### src/rtl/scd_defs.vh
`ifndef SCD_DEFS_VH
`define SCD_DEFS_VH
// Register addresses (4-bit serial port address)
`define SCD_ADDR_COARSE 4'hC
`define SCD_ADDR_FINE 4'hD
// Coarse register fields
`define SCD_COARSE_MSB 15
`define SCD_COARSE_LSB 4
`define SCD_SEL_BIT 3
`define SCD_DCS_BIT 2
`define SCD_COARSE_RESET 16'h0004
`define SCD_FINE_RESET 16'h0000
// Fine register field
`define SCD_FINE_MSB 15
`define SCD_FINE_LSB 10
// Coarse code range
`define SCD_COARSE_MAX 12'h97F
// Delay figures
`define SCD_MAX_DELAY_PS 825
`define SCD_STEP_FS 340
`endif

### src/rtl/scd_coarse_delay.v
`timescale 1ns/1ps
// Functional notes
// - A 12-bit coarse delay code sits in bits 15..4 of register Ch.
// - Delay rises linearly from 0 at code 0 to 825 ps at code 2431.
// - Codes 2432 and above hold the delay at its maximum.
// - The coarse delay applies only while the select bit 3 is set.
// - While select bit 3 is set, a fine register at Dh adds finer steps on the same clock path.
`include "scd_defs.vh"

module scd_coarse_delay (
   input wire clk,
   input wire resetn,
   input wire wr_en,
   input wire rd_en,
   input wire [3:0] addr,
   input wire [15:0] wdata,
   output reg [15:0] rdata,
   output reg [11:0] delay_coarse_code,
   output reg [5:0] delay_fine_code,
   output reg duty_cycle_stabilizer_enable
);

   // ==================================================================
   // Register storage
   reg [11:0] coarse_delay_magnitude_r;
   reg aperture_adjust_select_r;
   reg dcs_r;
   reg [5:0] fine_delay_magnitude_r;
   wire [11:0] coarse_applied;
   wire [5:0] fine_applied;
   wire [15:0] coarse_word;
   wire [15:0] fine_word;
   localparam [15:0] COARSE_RST = `SCD_COARSE_RESET;
   localparam [15:0] FINE_RST = `SCD_FINE_RESET;

   function [15:0] scd_rd_mux;
      input [3:0] a;
      input [15:0] cw;
      input [15:0] fw;
      begin
         case (a)
            `SCD_ADDR_COARSE: scd_rd_mux = cw;
            `SCD_ADDR_FINE: scd_rd_mux = fw;
            default: scd_rd_mux = 16'h0000;
         endcase
      end
   endfunction

   // Reserved bits 1:0 read as zero whatever was written
   assign coarse_word = {coarse_delay_magnitude_r, aperture_adjust_select_r,
      dcs_r, 2'b00};
   assign fine_word = {fine_delay_magnitude_r, 10'h000};

   always @(posedge clk) begin
      if (!resetn) begin
         coarse_delay_magnitude_r <=
            COARSE_RST[`SCD_COARSE_MSB:`SCD_COARSE_LSB];
         aperture_adjust_select_r <= COARSE_RST[`SCD_SEL_BIT];
         dcs_r <= COARSE_RST[`SCD_DCS_BIT];
         fine_delay_magnitude_r <= FINE_RST[`SCD_FINE_MSB:`SCD_FINE_LSB];
      end else if (wr_en) begin
         if (addr == `SCD_ADDR_COARSE) begin
            coarse_delay_magnitude_r <=
               wdata[`SCD_COARSE_MSB:`SCD_COARSE_LSB];
            aperture_adjust_select_r <= wdata[`SCD_SEL_BIT];
            dcs_r <= wdata[`SCD_DCS_BIT];
         end
         if (addr == `SCD_ADDR_FINE) begin
            fine_delay_magnitude_r <=
               wdata[`SCD_FINE_MSB:`SCD_FINE_LSB];
         end
      end
   end

   // ==================================================================
   // Applied delay codes
   scd_delay_calc u_calc (
      .coarse_code(coarse_delay_magnitude_r),
      .fine_code(fine_delay_magnitude_r),
      .select(aperture_adjust_select_r),
      .coarse_applied(coarse_applied),
      .fine_applied(fine_applied)
   );

   always @(posedge clk) begin
      if (!resetn) begin
         delay_coarse_code <= 12'h000;
         delay_fine_code <= 6'h00;
         duty_cycle_stabilizer_enable <= 1'b1;
         rdata <= 16'h0000;
      end else begin
         delay_coarse_code <= coarse_applied;
         delay_fine_code <= fine_applied;
         duty_cycle_stabilizer_enable <= dcs_r;
         if (rd_en) begin
            rdata <= scd_rd_mux(addr, coarse_word, fine_word);
         end
      end
   end

endmodule // scd_coarse_delay

### src/rtl/scd_delay_calc.v
`timescale 1ns/1ps
// =====================================================================
// Delay code clamp and gating
module scd_delay_calc (
   input wire [11:0] coarse_code,
   input wire [5:0] fine_code,
   input wire select,
   output wire [11:0] coarse_applied,
   output wire [5:0] fine_applied
);

   function [11:0] scd_clamp;
      input [11:0] code;
      begin
         if (code > `SCD_COARSE_MAX) begin
            scd_clamp = `SCD_COARSE_MAX;
         end else begin
            scd_clamp = code;
         end
      end
   endfunction

   assign coarse_applied = select ? scd_clamp(coarse_code) : 12'h000;
   assign fine_applied = select ? fine_code : 6'h00;

endmodule // scd_delay_calc
### config.mk
export PLATFORM = sky130hd
export DESIGN_NAME = scd_coarse_delay
export DESIGN_NICKNAME = d
export VERILOG_FILES = /design/src/rtl/scd_coarse_delay.v /design/src/rtl/scd_delay_calc.v
export VERILOG_INCLUDE_DIRS = /design/src /design/src/rtl
export SDC_FILE = /design/constraint.sdc
export NUM_CORES = 1
export LEC_CHECK = 0
export BUFFER_PORTS_ARGS = -buffer_cell sky130_fd_sc_hd__buf_4
export CAP_MARGIN = 20
export CELL_PAD_IN_SITES_DETAIL_PLACEMENT = 1
export CELL_PAD_IN_SITES_GLOBAL_PLACEMENT = 1
export CORE_MARGIN = 5
export CORE_UTILIZATION = 34
export CTS_CLUSTER_DIAMETER = 120
export DETAILED_ROUTE_END_ITERATION = 10
export GPL_TIMING_DRIVEN = 0
export PLACE_DENSITY = 0.85
export SLEW_MARGIN = 20
export SYNTH_ARGS = -nofsm -noshare
export SYNTH_HDL_FRONTEND = slang
export SYNTH_SLANG_ARGS = --single-unit
### constraint.sdc
create_clock -name clk -period 1.2 [get_ports clk]
set_clock_uncertainty 0.15 [all_clocks]
set_input_delay 0.06 -clock clk [delete_from_list [all_inputs] [get_ports clk]]
set_output_delay 0.06 -clock clk [all_outputs]
set_load 0.005 [all_outputs]
==> flow_metrics.py <==
metrics = {
    "status": {
        "status": "finished, violations left",
        "violations": "hold timing, setup timing",
    },
    "yosys": {
        "synth-compound-area-share": 0.0798,
        "synth_area_leaders": "dfxtp_1 54%, mux2i_1 13%, nand2_1 7.2%",
        "yosysTopAreaCellShare": 0.537,
        "synth_common_cells": "53 x dfxtp_1, 38 x nand2_1, 25 x mux2i_1",
        "yosysUniqueCellTypes": 23,
        "synth.most_common_cell": "dfxtp_1",
        "synth-seq-cells": 53,
        "synth.avg_cell_area_um2": 10.3,
        "synth.largest_area_cell": "dfxtp_1",
        "synth.area.mux_share": 0.132,
        "netlist_area_mm2": 0.00198,
        "synth-simple-area-share": 0.206,
        "synth_xor_xnor_area_share": 0,
        "synthAdderAreaFrac": 0,
        "yosys_warnings": 0,
        "synth_top_flop_cell": "dfxtp_1",
        "syn_inst": 192,
        "yosysSeqAreaShare": 0.537,
        "synth_edf_count": 0,
        "synth_top_family_by_area": "simple AND/OR/NAND/NOR gates",
        "synthArstFlopShare": 0,
    },
    "power_and_ir_drop": {
        "power_density_mw_per_mm2": 1110,
        "leakage_nw": 1.18,
        "peakVddDrop_v": 0.000501,
    },
    "setup_path": {
        "r2r_slack_ns": -0.004,
        "arrival_ns": 1.25,
        "cp_data_required_time_ns": 1.25,
        "critPathLaunch": "coarse_delay_magnitude_r[8]",
        "setup.worst_path.class": "flop to flop",
        "crit_buf_inv": 0,
        "cp_cell_sequence": "a211oi_2, nor2b_4, o21a_1",
        "cp_top_family": "compound AO/OA/AOI/OAI gates",
        "slowest_delay_ns": 0.35,
        "cp-start-kind": "flop",
        "critPathMaxFanout": 9,
        "crit_slowest_cell": "dfxtp_2",
        "worst_r2r_startpoint": "coarse_delay_magnitude_r[8]",
        "critPathCaptureType": "flop",
    },
    "flow_run": {
        "max_cap_violations": 0,
    },
    "sta": {
        "period_minus_slack_ns": 1.20,
        "finalWorstSetupSlack_ns": -0.00426,
        "grt_setup_unrepaired": "yes",
        "finalCritPeriodShare": 1.00,
        "max_freq_mhz": 830,
        "slew_viol_final": 0,
        "setup_viol": 2,
        "finalHoldViolations": 3,
        "fin_hold_ws_ns": -0.0869,
    },
    "global_routing": {
        "grt_pass1_wl_um": 8270,
        "overflow": 0,
        "grt_pass1_vias": 1695,
        "grt_max_degree": 17,
        "antenna_found_initial": 0,
        "grtUsageTotal": 0.142,
    },
    "clocking": {
        "holdBufCountCts": 15,
        "post_cts_buffers": 0,
        "htreeDepth": 2,
        "root_buffer": "clkbuf_8",
        "clk_latency_ns": 0.31,
        "cts_tree": "done",
        "clkTransAtPathRegs_ns": 0.09,
        "cts_max_path_buffers": 2,
        "cts.sinks": 53,
        "numCtsBuffers": 5,
    },
    "finish": {
        "fin_util": 0.488,
        "antenna-diode-count": 0,
        "layout-drive-gt1-share": 0.308,
        "syn_to_final_growth_pct": 37.8,
        "fill_cells": 661,
        "nets": 289,
    },
    "placement": {
        "post-dp-hpwl_um": 3720,
        "routabilityCongestion": 0.768,
        "numPortBuffers": 52,
        "pre_cts_slack_ns": -0.195,
    },
    "detailed_routing": {
        "routedWlPerCell_um": 15.2,
        "dr.first_iter.drc_count": 46,
        "drc_errors": 0,
        "viasPerCell": 4.70,
        "dr.pass1.iters": 4,
        "drt-total-wl_um": 5120,
        "vias": 1589,
        "ant_nets": 0,
    },
    "floorplanning": {
        "core-area_mm2": 0.00557,
        "rows": 27,
        "num_io_pins": 59,
        "start_util": 0.354,
        "die_x_um": 86.2,
        "die-area_mm2": 0.00744,
        "die_h_um": 86.2,
    },
    "hold_path": {
        "hold_class": "input port to flop",
        "worstHoldStart": "addr[1]",
    },
}
-- report_power, final --
group	switching (mW)	total, mW	internal [mW]
Combinational	0.104	0.218	0.115
Clock	0.568	1.04	0.468
Sequential	0.00893	1.78	1.77
Total	0.680	3.03	2.35
-- layout by cell type, fill, tap and decap left out, drive strengths merged --
cell type	count
dlygate4sd3	15
conb	2
nand2	38
or2	1
buf	62
and3	7
clkbuf	8
nor3b	11
nand2b	2
dfxtp	53
nand3	1
mux2	1
and2	1
nor3	1
nand4b	1
clkinv	2
a211oi	1
o21ai	6
nor2b	10
or3b	1
o21a	16
mux2i	25
inv	1
-- cell families (layout without fill, tap and decap cells) --
family / after synthesis / after routing
simple gates: 74 / 74
flops: 53 / 53
mux: 26 / 26
compound gates: 23 / 23
buf+inv: 15 / 88
other cells: 1 / 2
-- flip-flops by register name (all words and copies together), names as in the netlist --
register,cells
dcs_r,1
delay_coarse_code,12
delay_fine_code,6
rdata,14
fine_delay_magnitude_r,6
coarse_delay_magnitude_r,12
duty_cycle_stabilizer_enable,1
aperture_adjust_select_r,1
-- layout make-up --
cell class / count / area (um^2) / area share
Buffer: 12 / 73.8 / 0.0271
Clock buffer: 6 / 82.6 / 0.0303
Clock inverter: 2 / 13.8 / 0.00506
Inverter: 1 / 3.75 / 0.00138
Multi-Input combinational cell: 125 / 852 / 0.313
Sequential cell: 53 / 1070 / 0.392
Tap cell: 72 / 90.1 / 0.0331
Timing Repair Buffer: 67 / 541 / 0.199
-- stage by stage --
step	total power [mW]	setup TNS, ns	cells	area, um^2	hold slack (ns)
final	3.03	-0.00819	338	2720	-0.0869
after global routing	3.14	-0.218	338	2720	-0.0788
after global placement	1.99	-3.02	317	2460	0.149
after detailed placement	2.00	-3.96	317	2460	0.183
after CTS	3.07	-0.0132	338	2720	-0.0903
after floorplan	1.91	0	193	1980	0.000584
-- routing by layer --
layer | track usage | vias to the layer above | wire length, um
met5 | 0 | - | 0
met4 | 0.0538 | 0 | 108
met3 | 0.0371 | 11 | 315
met2 | 0.261 | 44 | 2610
met1 | 0.157 | 753 | 2090
li1 | - | 781 | -
-- worst reg2reg max path, cell delays in order (launching register included) --
cell      delay (ns)
dfxtp_2         0.35
a211oi_2        0.29
nor2b_4         0.12
o21a_1          0.19
-- path summary, 6_finish.rpt --
check | cells past startpoint | to
hold / removal | 3 | aperture_adjust_select_r
setup reg to reg | 3 | delay_coarse_code[1]
hold reg to reg | 2 | rdata[10]
setup / recovery | 3 | delay_coarse_code[1]
-- repair_timing --
item                                    in CTS  in global routing
endpoints found under the hold margin       21                  3
gates resized for setup                      7                  2
pin swaps                                    1                  1
endpoints found under the setup margin       9                  9
Power figures use the tool's default switching activity.
